<file path="config.mk">
export PLATFORM = sky130hd
export DESIGN_NAME = lrt_lockin_timing
export DESIGN_NICKNAME = d
export VERILOG_FILES = /design/src/lrt_pkg.sv /design/src/lrt_lockin_timing.sv
export SDC_FILE = /design/constraint.sdc
export NUM_CORES = 2
export LEC_CHECK = 0
export BUFFER_PORTS_ARGS = -buffer_cell sky130_fd_sc_hd__buf_4
export CAP_MARGIN = 30
export CORE_ASPECT_RATIO = 0.5
export CORE_MARGIN = 3
export CORE_UTILIZATION = 53
export DETAILED_ROUTE_END_ITERATION = 8
export PLACE_DENSITY = 0.8
export SLEW_MARGIN = 25
export SYNTH_ARGS = -nofsm -noshare
export SYNTH_HDL_FRONTEND = slang
export SYNTH_SLANG_ARGS = --single-unit
</file>
<file path="constraint.sdc">
create_clock -name clock -period 31.4 [get_ports clock]
set_input_delay 3.14 -clock clock [delete_from_list [all_inputs] [get_ports clock]]
set_output_delay 3.14 -clock clock [all_outputs]
set_load 0.05 [all_outputs]
</file>
<file path="src/lrt_pkg.sv">
// Purpose: Shared constants and types for the lock-in reference timing.
// Assumes: 200 MHz system clock, Wishbone classic register access.
// Notes: Offsets are byte addresses of 32-bit registers.
package lrt_pkg;
    localparam longint CLK_HZ = 200000000;
    localparam longint REF_HZ = 1048576;
    localparam longint DEMOD_HZ = 32768;
    // Phase step of the reference oscillator, 32-bit accumulator.
    localparam logic [31:0] REF_INC =
        32'((REF_HZ << 32) / CLK_HZ);
    localparam int SAMPLE_DIV = int'(REF_HZ / 131072);
    localparam int DEMOD_DIV = int'(REF_HZ / DEMOD_HZ);
    localparam logic [2:0] SAMPLE_LAST = 3'(SAMPLE_DIV - 1);
    localparam int PH_W = 6;
    localparam logic [PH_W-1:0] PH_MASK_1F = 6'h1f;
    localparam logic [PH_W-1:0] PH_MASK_2F = 6'h3f;

    localparam logic [7:0] A_CTRL = 8'h00;
    localparam logic [7:0] A_MODFREQ = 8'h04;
    localparam logic [7:0] A_PHASE = 8'h08;
    localparam logic [7:0] A_GAIN = 8'h0c;
    localparam logic [7:0] A_STEP = 8'h10;
    localparam logic [7:0] A_OFFSET = 8'h14;
    localparam logic [7:0] A_FILT = 8'h18;
    localparam logic [7:0] A_STATUS = 8'h1c;
    localparam logic [7:0] A_LOOP = 8'h20;

    localparam int C_MODE = 0;
    localparam int C_PI = 2;
    localparam int C_LOCK = 3;
    localparam int C_MODEN = 4;
    localparam int C_FILTEN = 5;
    localparam int C_MONERR = 6;
    localparam int C_SAVE = 7;

    localparam logic [6:0] GAIN_MAX_DB = 7'h50;
    localparam logic signed [15:0] OFS_MAX_MV = 16'sh01f4;
    localparam logic signed [15:0] OFS_MIN_MV = -16'sh01f4;
    localparam logic signed [15:0] OUT_MAX = 16'sh7fff;
    localparam logic signed [15:0] OUT_MIN = -16'sh7fff;

    typedef enum logic [1:0] {
        DM_OFF, DM_1F, DM_2F, DM_RSV
    } lrt_dmode_type;

    typedef enum logic [2:0] {
        F_BANDPASS_EIGHTH, F_BANDPASS_QUARTER_NARROW,
        F_BANDPASS_QUARTER_WIDE, F_LOWPASS_FIFTH,
        F_LOWPASS_EIGHTH, F_NOTCH_QUARTER, F_ALLPASS
    } lrt_filt_type;

    // Nonvolatile image: loop 12, phase 6, corner 4, filter 3,
    // offset 16, gain 7, control 7.
    localparam int NV_W = 55;
endpackage

</file>
<file path="src/lrt_lockin_timing.sv">
// Purpose: Reference timing, rephasing and loop control of the lock-in.
// Assumes: err_in and nv_load_data come from logic on the same clock.
// Notes: The 1.048576 MHz reference is an enable from a phase
// accumulator, so single ticks jitter by one system clock.
`timescale 1ns/1ps
// How it works
// - Demod reference is 32.768 kHz, cut from the single reference tick.
// - In f mode the modulation channel follows the demod rate exactly.
// - In 2f mode the modulation channel runs at half that rate.
// - Modulation frequency writes are ignored while a harmonic mode runs.
// - Active at power-up: slip modulation phase until it equals stored phase.
// - Mode off frees modulation frequency and skips startup rephasing.
// - Any demod mode change other than to off starts rephasing again.
// - Phase-ready flag rises only after rephasing completes.
// - Loop mode picks proportional or proportional plus integral.
// - Laser correction drives only when lock and modulation enable set.
// - Filter enable inserts a low-pass stage with selectable corner.
// - First-stage gain held within 0 to 80 dB, direct or stepped.
// - Monitor output shows correction or loop error by selection.
// - Input offset held within -500 to 500 mV.
// - Save stores all settings except modulation frequency; power-up loads them as defaults.
// - Filter clock derives from the 1.048576 MHz reference.
// - Reference divided by eight gives the 131.072 kHz sample tick.
// - Band-pass choices: eighth, quarter narrow and quarter wide.
// - Low-pass fifth and eighth, quarter notch and all-pass choices.
// - Exactly one filter response is selected at a time.
// - Unit stays idle while another locking unit is active.
module lrt_lockin_timing #(
    parameter int SETTLE_CYCLES = 200000000
) (
    input wire logic clock,
    input wire logic reset,
    input wire logic wb_cyc_i,
    input wire logic wb_stb_i,
    input wire logic wb_we_i,
    input wire logic [7:0] wb_adr_i,
    input wire logic [3:0] wb_sel_i,
    input wire logic [31:0] wb_dat_i,
    output logic [31:0] wb_dat_o,
    output logic wb_ack_o,
    input wire logic other_lock_active,
    input wire logic signed [15:0] err_in,
    input wire logic [lrt_pkg::NV_W-1:0] nv_load_data,
    output logic nv_store,
    output logic [lrt_pkg::NV_W-1:0] nv_store_data,
    output logic ref_clk_en,
    output logic sample_clk_en,
    output logic demod_ref,
    output logic mod_ref,
    output logic [2:0] filt_select,
    output logic [6:0] vga_gain_db,
    output logic signed [15:0] laser_corr,
    output logic laser_drive,
    output logic signed [15:0] monitor_out,
    output logic phase_ready
);
    import lrt_pkg::*;

    typedef enum logic [2:0] {
        ST_BOOT, ST_OFF, ST_ALIGN, ST_SETTLE, ST_READY
    } lrt_state_type;

    ////////////////////////////////////////////////////////////////////
    logic [1:0] mode_q;
    logic pi_q, lock_q, moden_q, filten_q, monerr_q;
    logic [31:0] modfreq_q;
    logic [PH_W-1:0] phase_q;
    logic [6:0] gain_q;
    logic signed [15:0] ofs_q;
    logic [2:0] filt_q;
    logic [3:0] corner_q;
    logic [7:0] prop_q;
    logic [3:0] integ_q;
    logic save_q;
    logic boot_q;
    logic ack_q;
    logic [31:0] rdat_q;
    logic wr;
    logic [31:0] wd;
    logic signed [15:0] wofs;

    assign wr = wb_cyc_i && wb_stb_i && wb_we_i && !ack_q;

    // Byte lanes merge into the given value; only modfreq_q keeps old bytes on partial writes.
    function automatic logic [31:0] merge(input logic [31:0] old);
        logic [31:0] r;
        r = old;
        for (int b = 0; b < 4; b++) begin
            if (wb_sel_i[b]) begin
                r[b*8 +: 8] = wb_dat_i[b*8 +: 8];
            end
        end
        return r;
    endfunction

    always_comb begin
        wd = merge(32'h0);
        wofs = $signed(wd[15:0]);
    end

    ////////////////////////////////////////////////////////////////////
    // Control registers; the first cycle after reset loads the saved
    // image, so software writes never race the power-up defaults.
    always_ff @(posedge clock) begin
        if (reset) begin
            boot_q <= 1'b1;
            mode_q <= DM_OFF;
            pi_q <= 1'b0;
            lock_q <= 1'b0;
            moden_q <= 1'b0;
            filten_q <= 1'b0;
            monerr_q <= 1'b0;
            modfreq_q <= 32'h0;
            phase_q <= '0;
            filt_q <= F_ALLPASS;
            corner_q <= 4'h0;
            prop_q <= 8'h10;
            integ_q <= 4'h8;
            save_q <= 1'b0;
        end else if (boot_q) begin
            boot_q <= 1'b0;
            {integ_q, prop_q, phase_q, corner_q, filt_q} <=
                nv_load_data[NV_W-1:30];
            {monerr_q, filten_q, moden_q, lock_q, pi_q, mode_q} <=
                nv_load_data[6:0];
        end else begin
            save_q <= wr && (wb_adr_i == A_CTRL) && wd[C_SAVE];
            if (wr && wb_adr_i == A_CTRL) begin
                mode_q <= wd[C_MODE +: 2];
                pi_q <= wd[C_PI];
                lock_q <= wd[C_LOCK];
                moden_q <= wd[C_MODEN];
                filten_q <= wd[C_FILTEN];
                monerr_q <= wd[C_MONERR];
            end else if (wr && wb_adr_i == A_MODFREQ) begin
                if (mode_q == DM_OFF) begin
                    modfreq_q <= merge(modfreq_q);
                end
            end else if (wr && wb_adr_i == A_PHASE) begin
                phase_q <= wd[PH_W-1:0];
            end else if (wr && wb_adr_i == A_FILT) begin
                if (wd[2:0] <= F_ALLPASS) begin
                    filt_q <= wd[2:0];
                end
                corner_q <= wd[11:8];
            end else if (wr && wb_adr_i == A_LOOP) begin
                prop_q <= wd[7:0];
                integ_q <= wd[11:8];
            end
        end
    end

    // Gain and offset are clamped on entry rather than rejected.
    always_ff @(posedge clock) begin
        if (reset) begin
            gain_q <= 7'h0;
            ofs_q <= 16'sh0;
        end else if (boot_q) begin
            gain_q <= nv_load_data[13:7];
            ofs_q <= $signed(nv_load_data[29:14]);
        end else if (wr && wb_adr_i == A_GAIN) begin
            gain_q <= (wd[7:0] > 8'(GAIN_MAX_DB)) ? GAIN_MAX_DB
                                                  : wd[6:0];
        end else if (wr && wb_adr_i == A_STEP) begin
            if (wd[0] && gain_q < GAIN_MAX_DB) begin
                gain_q <= gain_q + 7'h1;
            end else if (wd[1] && gain_q != 7'h0) begin
                gain_q <= gain_q - 7'h1;
            end
        end else if (wr && wb_adr_i == A_OFFSET) begin
            if (wofs > OFS_MAX_MV) begin
                ofs_q <= OFS_MAX_MV;
            end else if (wofs < OFS_MIN_MV) begin
                ofs_q <= OFS_MIN_MV;
            end else begin
                ofs_q <= wofs;
            end
        end
    end

    assign nv_store = save_q;
    assign nv_store_data = {integ_q, prop_q, phase_q, corner_q, filt_q,
        ofs_q, gain_q, monerr_q, filten_q, moden_q, lock_q, pi_q,
        mode_q};
    assign vga_gain_db = gain_q;
    assign filt_select = filt_q;

    ////////////////////////////////////////////////////////////////////
    // Single timing source: every reference edge comes from ref_acc, except mod_ref outside f and 2f modes.
    logic [31:0] ref_acc_q;
    logic ref_tick_q;
    logic [2:0] samp_cnt_q;
    logic samp_q;
    logic [PH_W-1:0] ref_cnt_q;
    logic [PH_W-1:0] mod_cnt_q;
    logic [31:0] mod_acc_q;
    logic [32:0] ref_sum;
    logic slip;

    assign ref_sum = {1'b0, ref_acc_q} + {1'b0, REF_INC};

    always_ff @(posedge clock) begin
        if (reset) begin
            ref_acc_q <= 32'h0;
            ref_tick_q <= 1'b0;
        end else begin
            ref_acc_q <= ref_sum[31:0];
            ref_tick_q <= ref_sum[32];
        end
    end

    always_ff @(posedge clock) begin
        if (reset) begin
            samp_cnt_q <= 3'h0;
            samp_q <= 1'b0;
        end else begin
            samp_q <= ref_tick_q && samp_cnt_q == SAMPLE_LAST;
            if (ref_tick_q) begin
                samp_cnt_q <= samp_cnt_q + 3'h1;
            end
        end
    end

    always_ff @(posedge clock) begin
        if (reset) begin
            ref_cnt_q <= '0;
            mod_cnt_q <= '0;
        end else if (ref_tick_q) begin
            ref_cnt_q <= ref_cnt_q + 6'h1;
            if (!slip) begin
                mod_cnt_q <= mod_cnt_q + 6'h1;
            end
        end
    end

    // Free-running channel used only when the mode is off or reserved.
    always_ff @(posedge clock) begin
        if (reset) begin
            mod_acc_q <= 32'h0;
        end else begin
            mod_acc_q <= mod_acc_q + modfreq_q;
        end
    end

    always_ff @(posedge clock) begin
        if (reset) begin
            demod_ref <= 1'b0;
            mod_ref <= 1'b0;
        end else begin
            demod_ref <= ref_cnt_q[4];
            if (mode_q == DM_1F) begin
                mod_ref <= mod_cnt_q[4];
            end else if (mode_q == DM_2F) begin
                mod_ref <= mod_cnt_q[5];
            end else begin
                mod_ref <= mod_acc_q[31];
            end
        end
    end

    assign ref_clk_en = ref_tick_q;
    assign sample_clk_en = samp_q;

    ////////////////////////////////////////////////////////////////////
    lrt_state_type st_q;
    logic [1:0] mode_seen_q;
    logic [31:0] settle_q;
    logic [PH_W-1:0] ph_diff, ph_mask;
    logic aligned;

    assign ph_mask = (mode_q == DM_2F) ? PH_MASK_2F : PH_MASK_1F;
    assign ph_diff = mod_cnt_q - ref_cnt_q;
    assign aligned = ((ph_diff ^ phase_q) & ph_mask) == '0;
    // Holding the channel one tick shifts its phase by one step.
    assign slip = (st_q == ST_ALIGN) && !aligned;

    always_ff @(posedge clock) begin
        if (reset) begin
            st_q <= ST_BOOT;
            mode_seen_q <= DM_OFF;
            settle_q <= 32'h0;
        end else begin
            mode_seen_q <= mode_q;
            case (st_q)
                ST_BOOT: begin
                    if (!boot_q) begin
                        st_q <= ST_OFF;
                        if (mode_q != DM_OFF) begin
                            st_q <= ST_ALIGN;
                        end
                    end
                end
                ST_ALIGN: begin
                    settle_q <= 32'h0;
                    if (ref_tick_q && aligned) begin
                        st_q <= ST_SETTLE;
                    end
                end
                ST_SETTLE: begin
                    settle_q <= settle_q + 32'h1;
                    if (settle_q >= 32'(SETTLE_CYCLES - 1)) begin
                        st_q <= ST_READY;
                    end
                end
                default: begin
                end
            endcase
            if (st_q != ST_BOOT && mode_q != mode_seen_q) begin
                st_q <= (mode_q == DM_OFF) ? ST_OFF
                                           : ST_ALIGN;
            end
        end
    end

    always_ff @(posedge clock) begin
        if (reset) begin
            phase_ready <= 1'b0;
        end else begin
            phase_ready <= (st_q == ST_READY) &&
                (mode_q == mode_seen_q);
        end
    end

    ////////////////////////////////////////////////////////////////////
    // Loop arithmetic runs once per sample tick at 32-bit width and
    // saturates to 16 bits, trading range for a fixed output scale.
    logic signed [31:0] err_q, integ_acc_q, lp_q, corr;
    logic signed [15:0] corr_sat;
    logic unit_on;

    function automatic logic signed [15:0] sat(
        input logic signed [31:0] v);
        logic signed [15:0] r;
        r = v[15:0];
        if (v > 32'(OUT_MAX)) begin
            r = OUT_MAX;
        end else if (v < 32'(OUT_MIN)) begin
            r = OUT_MIN;
        end
        return r;
    endfunction

    assign unit_on = (mode_q != DM_OFF) && !other_lock_active;

    always_ff @(posedge clock) begin
        if (reset) begin
            err_q <= 32'sh0;
            integ_acc_q <= 32'sh0;
        end else if (samp_q) begin
            err_q <= 32'(err_in) - 32'(ofs_q);
            if (pi_q && lock_q && unit_on) begin
                integ_acc_q <= 32'(sat(integ_acc_q +
                    (err_q >>> integ_q)));
            end else begin
                integ_acc_q <= 32'sh0;
            end
        end
    end

    assign corr = ((err_q * $signed({24'h0, prop_q})) >>> 4) +
        integ_acc_q;

    always_ff @(posedge clock) begin
        if (reset) begin
            lp_q <= 32'sh0;
        end else if (samp_q) begin
            lp_q <= lp_q + ((32'(sat(corr)) - lp_q) >>> corner_q);
        end
    end

    assign corr_sat = filten_q ? sat(lp_q) : sat(corr);

    always_ff @(posedge clock) begin
        if (reset) begin
            laser_corr <= 16'sh0;
            laser_drive <= 1'b0;
            monitor_out <= 16'sh0;
        end else begin
            laser_drive <= lock_q && moden_q && unit_on;
            laser_corr <= (lock_q && moden_q && unit_on) ? corr_sat
                                                         : 16'sh0;
            monitor_out <= monerr_q ? sat(err_q) : corr_sat;
        end
    end

    ////////////////////////////////////////////////////////////////////
    // Wishbone classic: ack one cycle after the strobe, for any address.
    always_ff @(posedge clock) begin
        if (reset) begin
            ack_q <= 1'b0;
            rdat_q <= 32'h0;
        end else begin
            ack_q <= wb_cyc_i && wb_stb_i && !ack_q;
            if (wb_adr_i == A_CTRL) begin
                rdat_q <= {25'h0, monerr_q, filten_q, moden_q, lock_q,
                    pi_q, mode_q};
            end else if (wb_adr_i == A_MODFREQ) begin
                rdat_q <= modfreq_q;
            end else if (wb_adr_i == A_PHASE) begin
                rdat_q <= {26'h0, phase_q};
            end else if (wb_adr_i == A_GAIN) begin
                rdat_q <= {25'h0, gain_q};
            end else if (wb_adr_i == A_OFFSET) begin
                rdat_q <= {{16{ofs_q[15]}}, ofs_q};
            end else if (wb_adr_i == A_FILT) begin
                rdat_q <= {20'h0, corner_q, 5'h0, filt_q};
            end else if (wb_adr_i == A_STATUS) begin
                rdat_q <= {26'h0, other_lock_active, mod_ref, demod_ref,
                    (st_q == ST_ALIGN || st_q == ST_SETTLE), 1'b0,
                    phase_ready};
            end else if (wb_adr_i == A_LOOP) begin
                rdat_q <= {20'h0, integ_q, prop_q};
            end else begin
                rdat_q <= 32'h0;
            end
        end
    end

    assign wb_ack_o = ack_q;
    assign wb_dat_o = rdat_q;
endmodule

</file>
Word level (Yosys, flattened, before mapping)
Cells that the tools add are included.
Word-level totals
  register bits after elaboration: 372
  word-level logic and storage cells: 249
  input port bits: 121
Operators by class
  $mul: 1
  bitwise gates (word level): 6
  magnitude comparators: 14
  shifts and indexed selects: 2
  reductions and logical operators: 60
  eq/ne operators: 25
  add/subtract/negate cells: 14
  multiplexer cells: 86
Operators with widths (count)
  $mux W16: 18
  $mux W32: 5
  $gt A32 B16 Y1 const B: 4
  $lt A32 B16 Y1 const B: 4
  $add A32 B32 Y32: 3
  $mux W8: 8
  $pmux W32 S2: 1
  $sshr A32 B4 Y32: 2
  $mux W7: 7
  $mux W4: 11
  $mux W12: 3
  $add A32 B25 Y33 const B: 1
  $add A28 B32 Y32: 1
  $add A32 B1 Y32 const B: 1
  $eq A8 B5 Y1 const B: 4
  $ge A32 B28 Y1 const B: 1
  $mul A32 B9 Y32: 1
  $sub A16 B32 Y32: 1
  $mux W3: 10
  $mux W6: 5
  $reduce_and A5 Y1: 6
  $logic_and A1 B1 Y1: 25
  $sub A16 B16 Y17: 1
  $eq A8 B4 Y1 const B: 2
  41 further kinds: 83

Longest topological paths before layout
  word-level depth: 10
  depth in mapped cells: 64

Worst setup path before layout
OpenSTA, ideal clock, no wires.
  kind: reg-to-reg
  from: register prop_q[2]
  to: register lp_q[30]
  setup time: 117 ps
  required time: 31283 ps
  path slack: 17103 ps
  arrival: 14180 ps
  clock period less this slack: 14297 ps
  stages on the path, launching flop included: 62
  path through: dfxtp_1 -> clkbuf_1 -> buf_1 -> nand2_1 -> fa_1 -> inv_1 -> fa_1 -> inv_1 -> fa_1 -> inv_1 -> fa_1 -> ha_1 -> a21oi_1 -> o21ai_0 -> a211o_1 -> nand2_1 -> o311a_1 -> o31ai_1 -> (+26 left out) -> and3_1 -> mux2i_1 -> xor2_1 -> mux2_2 -> mux2_2 -> mux4_2 -> ha_1 -> or3_1 -> o311a_1 -> a311o_1 -> o21ai_0 -> a21o_1 -> or2_2 -> a31oi_1 -> a41oi_1 -> o21ai_0 -> xor2_1 -> a22o_1
Between the ends
  cells in the longest elaborated chain, start to end: 10
Ends and longest elaborated chain
  start, declared: line lrt_lockin_timing.sv:72  | logic [7:0] prop_q;
  start signal, assigned: line lrt_lockin_timing.sv:122  | {integ_q, prop_q, phase_q, corner_q, filt_q} <=
  start signal, assigned: line lrt_lockin_timing.sv:147  | prop_q <= wd[7:0];
  $mul A32 B9 Y32 (*): line lrt_lockin_timing.sv:360  | assign corr = ((err_q * $signed({24'h0, prop_q})) >>> 4) +
  $add A28 B32 Y32 (*): line lrt_lockin_timing.sv:360
  $lt A32 B16 Y1: line lrt_lockin_timing.sv:337  | end else if (v < 32'(OUT_MIN)) begin
  $mux W16: line lrt_lockin_timing.sv:337
  $mux W16 (*): line lrt_lockin_timing.sv:335  | if (v > 32'(OUT_MAX)) begin
  $mux W16 (*): line lrt_lockin_timing.sv:366  | end else if (samp_q) begin
  $mux W16 (*): line lrt_lockin_timing.sv:364  | if (reset) begin
  $sub A16 B32 Y32 (*): line lrt_lockin_timing.sv:367  | lp_q <= lp_q + ((32'(sat(corr)) - lp_q) >>> corner_q);
  $sshr A32 B4 Y32 (*): line lrt_lockin_timing.sv:367
  $add A32 B32 Y32 (*): line lrt_lockin_timing.sv:367
  end signal, assigned: line lrt_lockin_timing.sv:367
  end, declared: line lrt_lockin_timing.sv:327  | logic signed [31:0] err_q, integ_acc_q, lp_q, corr;
Every way passes the cells marked *; elsewhere a longest branch is shown, timed or not. The select of a mux whose other input is x is not followed.
A chain may end at the register's enable or synchronous reset.

Final worst setup path
Ends and elaborated chain as after synthesis.

==> results.txt <==
The run finished with clean final reports. Data on the critical path is required at its endpoint by 31850 ps. The parity-gate share of the synthesized area counting xor and xnor cells is 5.56%. The area inside the core boundary is 0.0548 mm2. The largest net degree at the start of global routing is 192. The number of antenna violations at the first check in global routing came to 2. The startpoint of the tightest hold check path is ref_acc_q[7].

Before CTS, the worst setup slack after placement is 15410 ps. In the routed layout, each cell is associated on average with a via count of 6.24. The number of synthesis warnings came out at 0. The delay of the slowest critical-path stage is 890 ps. The count of state elements after synthesis came out at 340. The sink of the worst hold path is ref_acc_q[7]. The H-tree depth is 2. The cell area after synthesis is 0.0300 mm2. In this run the worst hold path is classified as reg -> reg. The measured slew at the worst slew-check pin came out at 1060 ps.

The maximum buffer depth of the clock tree came out at 3. The clock slew seen by the registers of the worst setup and hold paths is 70 ps. Static timing analysis puts the maximum clock frequency at 61.1 MHz. The number of rows created at floorplan is 60. Measured against the total synthesized area, the mux share comes to 6.61%. The clock period minus worst slack came out at 16370 ps. By area the synthesized netlist is led by sky130_fd_sc_hd__dfxtp_1 (23%), sky130_fd_sc_hd__ha_1 (9.1%), sky130_fd_sc_hd__fa_1 (7.9%).

The synthesized netlist devotes 20.3% of its cell area to compound gates. The leakage power total is 15.1 nW. The setup fix buffers added after clock tree synthesis came out at 0. The post-synthesis to final-layout area growth is 11.6%. In this run the critical register-to-register path is captured at lp_q[30]. The final routed DRC violation total is 0. The net count of the mapped netlist came out at 4281. After synthesis, the largest family of logic cells by area is simple AND/OR/NAND/NOR gates. The placer's final routability congestion estimate is 1.04.

Counting the buffers created by CTS gives 35. The largest individual stage delay along the critical path comes from the cell sky130_fd_sc_hd__dfxtp_1. The share of the clock period used by the worst path is 52.1%. STA classifies the critical path startpoint as a flip-flop. The number of max-slew violations in the final report is 0. The startpoint identified for the worst register-to-register timing path is prop_q[2]. Setup repair after global routing left no endpoint under its margin. The number of gates given a new drive strength after cts is 0. The fraction of layout cells with a size suffix above 1 came out at 10.9%. The number of cells on the worst reg-to-reg path came out at 56. The die covers 0.0597 mm2. The worst clock skew on the final layout came out at 25.6 ps. 258 I/O pins were placed.

The fill cell instance count of the final layout is 4919. The instance count of the mapped netlist is 3823. The share of synthesized area in the top cell type comes to 22.7%.

For this block, the via count after detailed routing is 29374. The global-route met1 utilization is 45.0%. The detail-routed net length per standard cell is 21.5 um. The final layout contains routed wiring with a total length of 101000 um.

The detailed-routing iteration count for the pre-antenna-repair pass came out at 9. The post-synthesis adder-cell area fraction is 17.0%. For this configuration, the core starts out at a cell density of 54.7%.

The hold violation total from the final report is 0. The net count of the finished layout is 4396. The data arrival time of the worst path came out at 16820 ps. The width of the die came out at 342 um.

The worst path setup slack after routing is 15030 ps. The sequential-to-total area share from yosys stat came out at 22.7%. Of the total synthesized cell area, the portion taken by AND, OR, NAND and NOR gates is 21.7%. The met3 usage is 8.14%. The total congestion overflow is 0. TritonCTS built the clock tree. The via count of the first global-routing pass is 27861. The overall die height is 174 um. The iteration-0 DRC count of the detailed router came out at 3686. The setup slack of the worst register-to-register path is 15030 ps. Hold is met by 469 ps.

The clock insertion delay at the later pin of the skew report is 570 ps. The clock root buffer master is sky130_fd_sc_hd__clkbuf_16. Across the VDD grid, the largest voltage drop is 38.7 uV. After global routing, the most crowded layer is met2. The first global-routing pass estimated 157000 um of wire.

Input and output buffers added on the ports amount to 257. The routing usage on met2 came out at 49.8%. The most frequently used flop master after synthesis is sky130_fd_sc_hd__dfxtp_1. The final setup violation count came out at 0. The kind of capture point of the worst setup path is a flip-flop.

The clock net in this run drives a total of 340 sinks. The count of antenna-violating nets left after detailed routing is 0. The non-filler instance count after layout came out at 4709.

The category of the most critical setup path is reg -> reg. The distinct cell type count after synthesis is 85. After detailed placement, the design holds a cell count of 4642.

The number of synthesized flops with an enable pin came out at 0. The power per cell area came out at 32.7 mW/mm2. The largest fanout of any net on the critical path is 20. Detailed placement finished with a half-perimeter wire length of 78100 um. The count of maximum capacitance violations came out at 0. The number of cells on the worst hold path is 2.

The relative max-transition margin came out at 28.5%. The sum of internal, switching and leakage power came out at 1.10 mW. Global routing consumed, over all layers together, 33.0% of the routing resources. The number of hold buffers added after CTS was 0. Adding up every negative setup slack in the final design gives 0 ps. The most numerous cell type found on the critical path is sky130_fd_sc_hd__nand2_1. The mean instance size in the synthesized netlist came out at 7.85 um2. The synthesized design spends more area on one cell type than any other, namely sky130_fd_sc_hd__dfxtp_1. The proportion of synthesized flip-flops having asynchronous set or reset came out at 0%.
## layout make-up
cell class | instances | area, um2 | share of cell area, %
clock buffer | 50 | 1020 | 3.05
sequential | 340 | 6810 | 20.3
multi-input combinational | 3014 | 21400 | 63.8
clock inverter | 13 | 188 | 0.560
inverter | 256 | 961 | 2.87
antenna | 1 | 2.50 | 0.00747
tap | 744 | 931 | 2.78
timing repair buffer | 291 | 2210 | 6.59
## placed cells by master, fill, tap and decap left out, drive strengths merged, types with 51 or more instances in the layout
cell type / n
nand3: 83
buf: 289
xor2: 68
inv: 257
dfxtp: 340
xnor2: 120
nand2: 330
and2: 102
o21ai: 138
ha: 218
fa: 119
clkbuf: 52
a211oi: 75
a21oi: 320
a21o: 51
nor2: 479
mux2i: 125
nor3: 98
## cells by family (layout without fill, tap and decap cells)
group | after synthesis | in the layout
simple gates | 1382 | 1382
compound gates | 937 | 937
buf+inv | 469 | 610
flops | 340 | 340
fa+ha+maj | 337 | 337
xor+xnor | 189 | 189
mux | 169 | 169
other cells | 0 | 1
## metal layers
metal  part of all wire (%)  vias up  wire length [um]
met1                     42    13929             42600
met4                    4.2        0              4270
met3                     11      261             11000
met5                      0        -                 0
met2                     43     1491             43400
li1                       -    13693                 -
## sequential cells by signal, summed over array words and instances (netlist names), 3 cells and up
| signal | cells |
|---|---|
| corner_q | 4 |
| err_q | 17 |
| filt_select | 3 |
| integ_acc_q | 16 |
| integ_q | 4 |
| laser_corr | 16 |
| lp_q | 32 |
| mod_acc_q | 32 |
| mod_cnt_q | 6 |
| modfreq_q | 32 |
| monitor_out | 16 |
| ofs_q | 16 |
| phase_q | 6 |
| prop_q | 8 |
| ref_acc_q | 31 |
| ref_cnt_q | 6 |
| samp_cnt_q | 3 |
| settle_q | 32 |
| st_q | 3 |
| vga_gain_db | 7 |
| wb_dat_o | 32 |
## where the power goes
group / switching (mW) / total (mW) / internal [mW]
clock: 0.198 / 0.446 / 0.249
sequential: 0.0250 / 0.471 / 0.446
combinational: 0.111 / 0.178 / 0.0666
total: 0.334 / 1.10 / 0.762
## worst max-delay path, delay by kind of cell, from the launching register on
family	cells	cell delay, ps
AOI/OAI and AO/OA	26	7260
DFF	1	890
buffers and inverters	5	670
xor gates and xnor gates	2	270
muxes	3	1130
adders and majority gates	8	3410
and+or+nand+nor	12	2630
## metrics by stage
step / area, um2 / util [%]
2_1_floorplan: 30000 / -
3_3_place_gp: 32200 / 58.8
3_5_place_dp: 32300 / 58.8
4_1_cts: 33500 / 61.1
5_1_grt: 33500 / 61.1
6_report: 33500 / 61.1
## Yosys cell counts, types with 100 or more instances
master and instances:
sky130_fd_sc_hd__dfxtp_1 340, sky130_fd_sc_hd__xnor2_1 120, sky130_fd_sc_hd__clkbuf_1 171, sky130_fd_sc_hd__inv_1 254, sky130_fd_sc_hd__ha_1 218, sky130_fd_sc_hd__a21oi_1 320, sky130_fd_sc_hd__nand2_1 330, sky130_fd_sc_hd__and2_1 100
sky130_fd_sc_hd__fa_1 119, sky130_fd_sc_hd__o21ai_0 127, sky130_fd_sc_hd__nor2_1 479, sky130_fd_sc_hd__mux2i_1 125
## how the worst max path moves through the flow
stage | startpoint | endpoint | slack (ps) | cells after the start
after floorplan | prop_q[2] | lp_q[30] | 17100 | 61
after global placement | prop_q[2] | lp_q[30] | 15550 | 58
after detailed placement | prop_q[2] | lp_q[30] | 15410 | 56
after CTS | prop_q[2] | lp_q[30] | 15340 | 56
after global routing | prop_q[2] | lp_q[30] | 13850 | 61
final | prop_q[2] | lp_q[30] | 15030 | 56
Note: power is estimated with default switching activity, not from simulation.
